===== src/wake_timer_pkg.sv =====
/*
 * Constants, register map and carrier types of the self wake-up timer.
 * Assumes a 20 MHz system clock and a 10 kHz timer tick made from it.
 */
package wake_timer_pkg;

    // ==========================================================
    // Clock rates and tick divider
    // ==========================================================
    localparam int SYS_FREQ_HZ  = 20_000_000;
    localparam int TICK_FREQ_HZ = 10_000;
    localparam int TICK_DIV     = SYS_FREQ_HZ / TICK_FREQ_HZ;
    localparam int TICK_W       = 12;
    localparam int PRESC_W      = 11;

    // ==========================================================
    // Register indices; the byte address is four times the index
    // ==========================================================
    localparam int ADDR_W = 12;
    localparam logic [9:0] IDX_RELOAD     = 10'h086;
    localparam logic [9:0] IDX_CONTROL    = 10'h08F;
    localparam logic [9:0] IDX_IRQ_STATUS = 10'h090;
    localparam logic [9:0] IDX_IRQ_CLEAR  = 10'h091;
    localparam logic [9:0] IDX_IRQ_ENABLE = 10'h092;
    localparam logic [9:0] IDX_GLOBAL_EN  = 10'h093;

    // ==========================================================
    // Field positions and reset values
    // ==========================================================
    localparam int CTRL_W       = 5;
    localparam int FLAG_BIT     = 4;
    localparam int IRQ_EVT_BIT  = 0;
    localparam int LANE0_BIT    = 0;
    localparam logic [7:0] COUNT_MAX    = 8'hFF;
    localparam logic [7:0] RELOAD_RESET = 8'h00;
    localparam logic [31:0] DATA_ZERO   = 32'h0000_0000;

    // ==========================================================
    // Carrier types
    // ==========================================================
    typedef struct packed {
        logic       flag;
        logic       run;
        logic [2:0] prescale;
    } ctrl_t;

    localparam ctrl_t CTRL_RESET = '{flag: 1'b0, run: 1'b0, prescale: 3'h0};

    typedef struct packed {
        logic [ADDR_W-1:0] addr;
        logic              write;
        logic [31:0]       wdata;
        logic [3:0]        strb;
    } apb_req_t;

    // Last prescaler count for each prescale select code.
    function automatic logic [PRESC_W-1:0] presc_last(input logic [2:0] sel);
        case (sel)
            3'h0:    presc_last = 11'h000;
            3'h1:    presc_last = 11'h003;
            3'h2:    presc_last = 11'h00F;
            3'h3:    presc_last = 11'h03F;
            3'h4:    presc_last = 11'h0FF;
            3'h5:    presc_last = 11'h1FF;
            3'h6:    presc_last = 11'h3FF;
            default: presc_last = 11'h7FF;
        endcase
    endfunction

endpackage


===== src/self_wake_timer.sv =====
/*
 * Self wake-up timer with an APB register slave and a level interrupt.
 * Assumes one 20 MHz clock, an asynchronous active-low reset and a
 * zero-wait APB master; the 10 kHz timer tick is a divided enable.
 */
`timescale 1ns/1ps

module self_wake_timer
    import wake_timer_pkg::*;
#(
    parameter int TICK_DIVIDE = TICK_DIV
) (
    input  wire logic              CLOCK,
    input  wire logic              RESETN,
    input  wire logic              PSEL,
    input  wire logic              PENABLE,
    input  wire logic              PWRITE,
    input  wire logic [ADDR_W-1:0] PADDR,
    input  wire logic [31:0]       PWDATA,
    input  wire logic [3:0]        PSTRB,
    output logic      [31:0]       PRDATA,
    output logic                   PREADY,
    output logic                   PSLVERR,
    input  wire logic              IDLE_MODE,
    input  wire logic              POWER_DOWN,
    output logic                   OSC_KEEP_ON,
    output logic                   IRQ
);

    // ==========================================================
    // Bus decode
    // ==========================================================
    apb_req_t          req;
    logic [9:0]        idx;
    logic              mapped;
    logic              access;
    logic              wr_en;
    logic              wr_reload;
    logic              wr_ctrl;
    logic              wr_clear;
    logic              wr_enable;
    logic              wr_global;
    logic [31:0]       rd_mux;

    // Register state.
    ctrl_t             ctrl_q;
    logic [7:0]        reload_q;
    logic [7:0]        count_q;
    logic              wake_en_q;
    logic              global_en_q;
    logic [TICK_W-1:0] tick_cnt_q;
    logic [PRESC_W-1:0] presc_q;
    logic              tick;
    logic              presc_pulse;
    logic              rollover;

    // Pack the request and decode the word index.
    assign req.addr  = PADDR;
    assign req.write = PWRITE;
    assign req.wdata = PWDATA;
    assign req.strb  = PSTRB;
    assign idx       = req.addr[ADDR_W-1:2];
    assign access    = PSEL & PENABLE;
    assign wr_en     = access & req.write & req.strb[LANE0_BIT];

    // A register is mapped when its index matches a known word.
    assign mapped = (idx == IDX_RELOAD) || (idx == IDX_CONTROL) ||
                    (idx == IDX_IRQ_STATUS) || (idx == IDX_IRQ_CLEAR) ||
                    (idx == IDX_IRQ_ENABLE) || (idx == IDX_GLOBAL_EN);

    // Write strobes, one per writable register; the status word has none.
    assign wr_reload = wr_en & (idx == IDX_RELOAD);
    assign wr_ctrl   = wr_en & (idx == IDX_CONTROL);
    assign wr_clear  = wr_en & (idx == IDX_IRQ_CLEAR);
    assign wr_enable = wr_en & (idx == IDX_IRQ_ENABLE);
    assign wr_global = wr_en & (idx == IDX_GLOBAL_EN);

    // The slave never inserts wait states; unmapped words answer with an error.
    assign PREADY  = 1'b1;
    assign PSLVERR = access & ~mapped;

    // Read multiplexer; the clear register and unmapped words read as zero.
    always_comb begin
        rd_mux = DATA_ZERO;
        case (idx)
            IDX_RELOAD:     rd_mux[7:0] = reload_q;
            IDX_CONTROL:    rd_mux[CTRL_W-1:0] = ctrl_q;
            IDX_IRQ_STATUS: rd_mux[IRQ_EVT_BIT] = ctrl_q.flag;
            IDX_IRQ_ENABLE: rd_mux[IRQ_EVT_BIT] = wake_en_q;
            IDX_GLOBAL_EN:  rd_mux[IRQ_EVT_BIT] = global_en_q;
            default:        rd_mux = DATA_ZERO;
        endcase
    end

    // Read data is captured in the setup cycle and stands through the access.
    always_ff @(posedge CLOCK or negedge RESETN) begin
        if (!RESETN) begin
            PRDATA <= DATA_ZERO;
        end else if (PSEL && !PENABLE && !req.write) begin
            PRDATA <= rd_mux;
        end
    end

    // ==========================================================
    // Configuration registers
    // ==========================================================

    // Control word in one process, so that each field has a single driver.
    // A rollover wins over a clear in the same cycle; reset leaves the timer halted.
    always_ff @(posedge CLOCK or negedge RESETN) begin
        if (!RESETN) begin
            ctrl_q <= CTRL_RESET;
        end else begin
            if (wr_ctrl) begin
                ctrl_q.run      <= req.wdata[FLAG_BIT-1];
                ctrl_q.prescale <= req.wdata[FLAG_BIT-2:0];
            end
            if (rollover) begin
                ctrl_q.flag <= 1'b1;
            end else if (wr_clear && req.wdata[IRQ_EVT_BIT]) begin
                ctrl_q.flag <= 1'b0;
            end else if (wr_ctrl) begin
                ctrl_q.flag <= req.wdata[FLAG_BIT];
            end
        end
    end

    // Reload byte; a write while running simply takes effect at the next reload.
    always_ff @(posedge CLOCK or negedge RESETN) begin
        if (!RESETN) begin
            reload_q <= RELOAD_RESET;
        end else if (wr_reload) begin
            reload_q <= req.wdata[7:0];
        end
    end

    // Interrupt enables, both cleared at reset.
    always_ff @(posedge CLOCK or negedge RESETN) begin
        if (!RESETN) begin
            wake_en_q   <= 1'b0;
            global_en_q <= 1'b0;
        end else begin
            if (wr_enable) begin
                wake_en_q <= req.wdata[IRQ_EVT_BIT];
            end
            if (wr_global) begin
                global_en_q <= req.wdata[IRQ_EVT_BIT];
            end
        end
    end

    // ==========================================================
    // Timer clock and prescaler
    // ==========================================================

    // Free-running divider that makes the 10 kHz tick enable.
    assign tick = (tick_cnt_q == TICK_W'(TICK_DIVIDE - 1));

    always_ff @(posedge CLOCK or negedge RESETN) begin
        if (!RESETN) begin
            tick_cnt_q <= '0;
        end else if (tick) begin
            tick_cnt_q <= '0;
        end else begin
            tick_cnt_q <= tick_cnt_q + 1'b1;
        end
    end

    // The oscillator is held on while the timer runs, in any power mode.
    assign OSC_KEEP_ON = ctrl_q.run;

    // Prescaler; it restarts from zero whenever the timer is halted.
    assign presc_pulse = ctrl_q.run & tick & (presc_q >= presc_last(ctrl_q.prescale));

    always_ff @(posedge CLOCK or negedge RESETN) begin
        if (!RESETN) begin
            presc_q <= '0;
        end else if (!ctrl_q.run) begin
            presc_q <= '0;
        end else if (presc_pulse) begin
            presc_q <= '0;
        end else if (tick) begin
            presc_q <= presc_q + 1'b1;
        end
    end

    // ==========================================================
    // Counter and overflow flag
    // ==========================================================

    // Rollover is a single-cycle pulse in the system clock domain.
    assign rollover = presc_pulse & (count_q == COUNT_MAX);

    // Up-counter; power mode inputs deliberately play no part.
    always_ff @(posedge CLOCK or negedge RESETN) begin
        if (!RESETN) begin
            count_q <= RELOAD_RESET;
        end else if (!ctrl_q.run) begin
            count_q <= reload_q;
        end else if (rollover) begin
            count_q <= reload_q;
        end else if (presc_pulse) begin
            count_q <= count_q + 1'b1;
        end
    end

    // Level interrupt while the flag is set and both enables are on.
    assign IRQ = ctrl_q.flag & wake_en_q & global_en_q;

    // Division ratio worked out by shifts, apart from the prescaler's own table.
    function automatic logic [PRESC_W:0] presc_ratio(input logic [2:0] sel);
        logic [3:0] shamt;
        shamt = (sel < 3'h5) ? {sel, 1'b0} : 4'(sel) + 4'h4;
        presc_ratio = (PRESC_W+1)'(1) << shamt;
    endfunction

    logic [PRESC_W:0] tick_seen_q;
    logic             ratio_ok_q;

    // Checker helper: ticks seen since the last counter step, valid while the select is unchanged.
    always_ff @(posedge CLOCK or negedge RESETN) begin
        if (!RESETN) begin
            tick_seen_q <= '0;
            ratio_ok_q  <= 1'b0;
        end else if (!ctrl_q.run) begin
            tick_seen_q <= '0;
            ratio_ok_q  <= 1'b1;
        end else begin
            if (presc_pulse) begin
                tick_seen_q <= '0;
            end else if (tick) begin
                tick_seen_q <= tick_seen_q + 1'b1;
            end
            if (presc_pulse) begin
                ratio_ok_q <= 1'b1;
            end else if (wr_ctrl) begin
                ratio_ok_q <= 1'b0;
            end
        end
    end
endmodule


===== config.mk =====
export PLATFORM = sky130hd
export DESIGN_NAME = self_wake_timer
export DESIGN_NICKNAME = d
export VERILOG_FILES = /design/src/wake_timer_pkg.sv /design/src/self_wake_timer.sv
export SDC_FILE = /design/constraint.sdc
export NUM_CORES = 1
export LEC_CHECK = 0
export BUFFER_PORTS_ARGS = -buffer_cell sky130_fd_sc_hd__buf_2
export CAP_MARGIN = 20
export CORE_MARGIN = 8
export CORE_UTILIZATION = 55
export DETAILED_ROUTE_END_ITERATION = 16
export PLACE_DENSITY_LB_ADDON = 0.08
export SLEW_MARGIN = 20
export SYNTH_ARGS = -nofsm -noshare
export SYNTH_HDL_FRONTEND = slang
export SYNTH_SLANG_ARGS = --single-unit

===== constraint.sdc =====
create_clock -name CLOCK -period 6.21 [get_ports CLOCK]
set_clock_uncertainty 0.1 [all_clocks]
set_input_delay 0.9315 -clock CLOCK [delete_from_list [all_inputs] [get_ports CLOCK]]
set_output_delay 0.9315 -clock CLOCK [all_outputs]
set_load 0.02 [all_outputs]

==> results of run 1 <==
power by group:
part	switching, mW	internal (mW)
clock	0.120	0.121
combinational	0.0423	0.0172
sequential	0.00517	0.359
metal layers:
| layer | routed length [um] | global-route usage | up-vias |
|---|---|---|---|
| met5 | 0 | 0 | - |
| met3 | 346 | 0.03912 | 6 |
| met4 | 44 | 0.03547 | 0 |
| li1 | - | - | 1173 |
| met2 | 3101 | 0.2503 | 51 |
| met1 | 3023 | 0.2055 | 1144 |
cells by family (layout without fill, tap and decap cells):
kind of cell / Yosys count / count (layout)
other: 2 / 25
AO/OA/AOI/OAI: 61 / 61
XOR/XNOR: 19 / 19
flip-flops: 54 / 54
multiplexers: 13 / 13
buffers and inverters: 44 / 57
AND/OR/NAND/NOR: 116 / 116
adder cells (fa/ha/maj): 14 / 14
sequential cells by signal (all words and copies together), names as in the netlist:
signal and count:
OSC_KEEP_ON 1, tick_cnt_q 12, presc_q 11, reload_q 8, ctrl_q 4, global_en_q 1, count_q 8, wake_en_q 1
PRDATA 8
cell type report:
class | count | area share
well taps | 72 | 0.02647
multi-input cells | 248 | 0.4746
clock buffers | 5 | 0.02022
flip-flops and latches | 54 | 0.3971
clock inverters | 3 | 0.01287
repair buffers | 36 | 0.05441
inverters | 13 | 0.01434
metrics by stage:
stage | hold WS (ns) | std cells
after floorplan | 0.3244 | 346
after global placement | 0.3460 | 423
after detailed placement | 0.3716 | 423
after CTS | 0.3885 | 431
after global routing | 0.4021 | 431
final | 0.3790 | 431
final timing paths:
kind	startpoint	depth (start not counted)	endpoint	slack, ns
min	tick_cnt_q[0]$_DFF_PN0_	1	tick_cnt_q[0]$_DFF_PN0_	0.38
min in group asynchronous	RESETN	2	tick_cnt_q[11]$_DFF_PN0_	0.61
max in group asynchronous	RESETN	2	count_q[0]$_DFFE_PN0P_	4.91
max reg2reg	ctrl_q[2]$_DFFE_PN0P_	8	count_q[2]$_DFFE_PN0P_	3.27
max	PADDR[7]	6	PSLVERR	2.82
min reg2reg	tick_cnt_q[0]$_DFF_PN0_	1	tick_cnt_q[0]$_DFF_PN0_	0.38
critical path: cells and delay by family:
family | cells | cell delay, ns
buf+inv | 2 | 0.29
simple gates | 4 | 1.14
cells in the final DEF, fill, tap and decap left out, types with 2 or more instances in the layout:
cell type,netlist,final
nor2_1,30,30
clkbuf_8,0,5
nand3_1,22,22
a211o_1,2,2
o21ai_0,17,17
nand4_1,6,6
and4_1,2,2
buf_2,2,34
a22o_1,3,3
and3_1,6,6
nor3b_1,2,2
inv_1,12,12
o211ai_1,4,4
buf_4,27,2
dfrtp_1,54,54
mux2_2,10,10
or3_1,2,2
nor4_1,2,2
ha_1,14,14
xnor2_1,9,9
a21oi_1,15,15
conb_1,2,25
nand3b_1,2,2
nand2b_1,2,2
xor2_1,10,10
nand2_1,22,22
mux2i_1,3,3
o221ai_1,2,2
a22oi_1,5,5
nor3_1,4,4
and2_1,6,6
==> results list, run 1 <==
* Placement Setup Slack: 2.858 ns
* Slowest cell delay on critical path: 0.58 ns
* Syn. warnings: 0
- The number of hold-slack violations in the final timing report came to 0.
- Sorting the synthesized cells by how often they occur yields dfrtp_1, nor2_1, buf_4, nand2_1, nand3_1.
- Design Power: 0.6650 mW
- In this design, the critical path's most frequently occurring cell is buf_2.
* Floorplan die width: 91.67 um
- Final setup violation count: 0
- After detailed routing, the average wire length per cell comes to 15.12 um.
* Number of detailed-route iterations in the first pass: 4
* Post-Synthesis Cell Area: 0.003149 mm^2
- CP max FO: 10
* Post-detailed-route count of antenna-violating nets: 0
* CTS Hold Bufs: 0
- CP Launch Type: input port
- Final slew viol count: 0
- PwrDens: 195.4 mW/mm^2
- For the finished layout, the period the worst path requires is 3.386 ns.
- Buffers added to address setup during post-CTS repair amount to 0.
- Area share of fa/ha/maj cells after synthesis: 0.05562
* Register bit total from synthesis: 54
* Via count: 2374
* CTS Root Cell: clkbuf_8
* Post-layout nets: 427
- In the post-synthesis netlist, the cell with the most instances is dfrtp_1.
- Mapped Avg Cell Area: 9.750 um^2
- DR DRC count: 0
* Tightest Hold Check Type: flip-flop to flip-flop
- HPWL reported at the end of detailed placement: 4812 um
* Final weighted congestion in routability-driven placement: 0.7994
- CP endpoint kind: output pin
- Number of gates resized after CTS: 0
- Clock-pin slew was measured on the worst setup and hold paths at 0.09 ns.
- Number of buffers created by CTS: 5
- The share of synthesized area in the top cell type comes to 0.4291.
* Global-route wire length before repair: 11010 um
* Sequential Area: 0.001351 mm^2
* Main combinational cell family by area after synthesis: simple AND/OR/NAND/NOR gates
- The filler cells instantiated in the layout total 488.
- Summed over all layers, the routed wires come to 6516 um.
* Worst-skew pair later-pin latency: 0.31 ns
- Sorting the synthesized cells by area gives the leading types as dfrtp_1, buf_4, ha_1.
- Number of I/O port buffers: 34
* Post-DR vias/cell: 5.508
- At the pin with the least slew margin, the transition time is 0.6838 ns.
- Total leakage power: 1.631 nW
* Xor/xnor share of the synthesized area: 0.05284
* Clock tree from TritonCTS: built
* Cell type with the largest total area after synthesis: dfrtp_1
* Setup repair after global routing missed its margin: no
* CTS HTree Levels: 2
* Placement row count: 27
- Slowest stage cell, crit path: nor4_4
* Placed Area: 0.003291 mm^2
* Antenna cells: 0
* Part of the Yosys area used for sequential elements: 0.4291
* Effective utilization at floorplan: 0.5719
- Finished layout cell area: 0.003403 mm^2
* Area fraction in compound gates after synthesis: 0.1335
* Async S/R FF share, synth: 1.000
- The die covers 0.008403 mm^2.
- Based on the critical path, the design can be clocked at up to 0.2953 GHz.
* Layout area overhead: 8.065%
- Highest ir drop seen on vdd: 0.1206 mV
- Clock buffer depth: 2
- Aggregate global-route resource usage: 0.1557
- After floorplanning, the core was sized to cover 0.005507 mm^2.
- The number of global-route vias before repair was 2366.
- The number of different library cells used by synthesis comes to 53.
- Of the total synthesized cell area, the portion taken by AND, OR, NAND and NOR gates is 0.1959.
- Synth Flop Type: dfrtp_1
- Total negative slack: 0 ns
* Antenna violations before repair: 0
- Crit-path cells: buf_2 > nor3_1 > nand3b_1 > nor4_4 > nor4_1 > buf_2
* Chip height: 91.67 um
- Largest net degree at the start of global routing: 55
- Count of max-cap constraint violations: 0
- Final period utilization: 0.5453
- Number of synthesized flops with an enable pin: 0
- Core Util, Final: 0.6180
- After technology mapping, the gate count stands at 323.
- The multi-input combinational cells in the finished layout cover a total of 0.001615 mm^2.
- Of the post-synthesis cell area, the part taken by muxes is 0.04529.
- Critical Path RT: 5.18 ns
- The critical path in this run is classified as input port to output pin.
- 91 I/O pins were placed.
- Clock tree synthesis found a total of 54 sinks.
* Relative max-transition margin: 0.5441
- The run finished with clean final reports.
- Overflow left after global routing: 0
- Detailed router's first-iteration violation count: 122
- STA puts the critical path data arrival time at 2.35 ns.
- The worst path meets setup with 2.824 ns of slack.
- Of the cells placed in the final design, the portion with a size suffix greater than 1 is 0.1783.
Power figures use the tool's default switching activity.
==> inputs of run 2 (changes only) <==
CORE_UTILIZATION = 52   (was 55)
clock period = 3.5 ns   (was 6.21 ns; I/O delays follow)
==> results list, run 2 (synthesis gave the netlist of run 1 again) <==
- Outcome: completed
* Total negative slack: 0 ns (unchanged)
- The fraction of layout cells with a size suffix above 1 is 0.1727 (-0.005571).
- Highest ir drop seen on vdd: 0.1880 mV (+56%)
- Layout area overhead: 7.986% (about the same)
* Detailed router's first-iteration violation count: 73 (-40%)
* CTS Hold Bufs: 0 (unchanged)
* Via count of the first global-routing pass: 2276 (-3.8%)
- Biggest register: tick_cnt_q
* Tightest Hold Check Type: input port to async pin
* Design Power: 1.172 mW (+76%)
* Arrival time at the worst endpoint: 2.99 ns (+0.64 ns)
* Antenna cells: 0 (unchanged)
* Transition time at the pin with the least slew margin: 0.6023 ns (-0.08148 ns)
- CP max FO: 10 (unchanged)
* Post-detailed-route count of antenna-violating nets: 0 (unchanged)
- Io pins: 91 (unchanged)
- Subtracting the final worst setup slack from the clock period gives 2.901 ns.
- The leakage power figure came to 1.625 nW (-0.37%).
* Count of max-cap constraint violations: 0 (unchanged)
* Most common cell after layout, fill and taps aside: dfrtp_1
- The global-route wire length before repair was 11100 um (+0.82%).
* Placed Instances: 426 (+0.71%)
- Number of I/O port buffers: 34 (unchanged)
* CTS HTree Levels: 2 (unchanged)
* Slowest cell delay on critical path: 0.47 ns (-0.11 ns)
- Final period utilization: 0.8289
* Final slew viol count: 0 (unchanged)
* Clock buffer depth: 2 (unchanged)
- Effective utilization at floorplan: 0.5351 (-0.03684)
* Placement Setup Slack: 0.6178 ns (-2.240 ns)
- The worst setup path is launched from a flip-flop.
- By startpoint and endpoint, the worst setup path is classified as flip-flop to flip-flop.
- The relative slew slack was 0.5954 (+0.05123).
- The detailed-route vias per instance came to 5.408 (-1.8%).
- Number of clock sinks seen by CTS: 54 (unchanged)
- The number of flip-flops under the largest register name came to 12 (unchanged).
- HPWL reported at the end of detailed placement: 4959 um (+3.1%)
- The area of placed instances was 0.003294 mm^2 (+0.11%).
* Largest net degree at the start of global routing: 39 (-29%)
- Slowest stage cell, crit path: dfrtp_1
- The number of remaining DRC errors is 0 (unchanged).
- Setup repair after global routing missed its margin: no
* CP endpoint kind: flip-flop
- The final net count is 427 (unchanged).
- Final worst setup slack: 0.5988 ns (-2.225 ns)
* Critical Path RT: 3.59 ns (-1.59 ns)
- Aggregate routed wire length: 6596 um (+1.2%)
- Maximum clock rate: 0.3447 GHz
- The number of antenna violations at the first check in global routing is 0 (unchanged).
- Worst-skew pair later-pin latency: 0.31 ns (about the same)
* Setup repair bufs after CTS: 0 (unchanged)
* Clock tree from TritonCTS: built
- The root buffer cell chosen for the clock tree is clkbuf_8.
- The global-route total usage across every layer is 0.1544 (-0.001327).
* Die Area: 0.008802 mm^2 (+4.7%)
* Final setup violation count: 0 (unchanged)
* Placement row count: 28 (+3.7%)
* Crit-path cells: or3_1 > ha_1 > nand2b_1 > a2111oi_2 > o22ai_2 > o21ai_4 > o21ai_0 > a22o_1
- Final weighted congestion in routability-driven placement: 0.7990 (about the same)
* Hold violation total from the final report: 0 (unchanged)
- The total grt overflow is 0 (unchanged).
- The total non-filler cell area in the finished layout is 0.003401 mm^2 (about the same).
- The register-to-register setup slack is 0.60 ns (-2.67 ns).
* Number of buffers created by CTS: 5 (unchanged)
- The count of TritonRoute iterations in the first routing pass came to 4 (unchanged).
- Floorplan die width: 93.82 um (+2.3%)
- The largest registers in the layout are tick_cnt_q: 12 flops, presc_q: 11 flops.
* Via count: 2347 (-1.1%)
- Routed length per instance: 15.20 um (+0.53%)
- Clock slew seen by the registers of the worst setup and hold paths: 0.10 ns (about the same)
- Number of gates resized after CTS: 0 (unchanged)
- PwrDens: 344.7 mW/mm^2 (+76%)
- Chip height: 93.82 um (+2.3%)
- The count of placed standard cells in the final layout, fillers left out is 434 (+0.70%).
* Core ar.: 0.005886 mm^2 (+6.9%)
* Highest-count cells in the layout ignoring fill and taps: dfrtp_1, buf_2, nor2_1, conb_1
-- run 2: changes by cell type in the layout (fill, tap and decap cells not counted), sizes merged --
cell	previous run	this run
inv	13	12
clkbuf	5	7
clkinv	2	1
-- run 2: final timing paths --
check / startpoint / end / depth (start not counted)
hold reg to reg: tick_cnt_q[0]$_DFF_PN0_ / tick_cnt_q[0]$_DFF_PN0_ / 1
setup reg to reg: ctrl_q[2]$_DFFE_PN0P_ / count_q[2]$_DFFE_PN0P_ / 8
min in group CLOCK: PWDATA[3] / reload_q[3]$_DFFE_PN0P_ / 3
hold / removal: RESETN / tick_cnt_q[5]$_DFF_PN0_ / 1
max in group asynchronous: RESETN / count_q[7]$_DFFE_PN0P_ / 2
setup / recovery: ctrl_q[2]$_DFFE_PN0P_ / count_q[2]$_DFFE_PN0P_ / 8
-- run 2: where the power goes --
part	leakage [nW]	total (mW)	switching [mW]	internal [mW]
clock	0.0524	0.420	0.205	0.215
combinational	0.869	0.106	0.0754	0.0305
sequential	0.703	0.647	0.00895	0.638
-- run 2: stage by stage --
stage	util	hold slack [ns]
2_1_floorplan	-	0.1294
3_3_place_gp	0.5597	0.3445
3_5_place_dp	0.5597	0.3443
4_1_cts	0.5778	0.04278
5_1_grt	0.5778	0.04984
6_report	0.5778	0.02738
-- run 2: per-layer routing --
layer | track usage | share of wire | vias to the layer above | wire [um]
li1 | - | - | 1171 | -
met1 | 0.2048 | 0.47 | 1134 | 3129
met2 | 0.2491 | 0.48 | 40 | 3199
met3 | 0.03437 | 0.036 | 2 | 237
met4 | 0.03567 | 0.0044 | 0 | 29
met5 | 0 | 0 | - | 0
-- run 2: final cells by class --
type / instances / area [um^2]
multi-input combinational: 248 / 1615
timing repair buffer: 36 / 185.2
tap: 75 / 93.84
fill: 525 / 2485
sequential: 54 / 1351
inverter: 13 / 48.80
clock inverter: 1 / 30.03
clock buffer: 7 / 76.32
-- run 2: worst max-delay path: cells and delay by family, from the launching register on --
family	cells	cell delay, ns
adders and majority gates	1	0.27
AOI/OAI and AO/OA	5	1.38
and+or+nand+nor	2	0.57
DFF	1	0.47
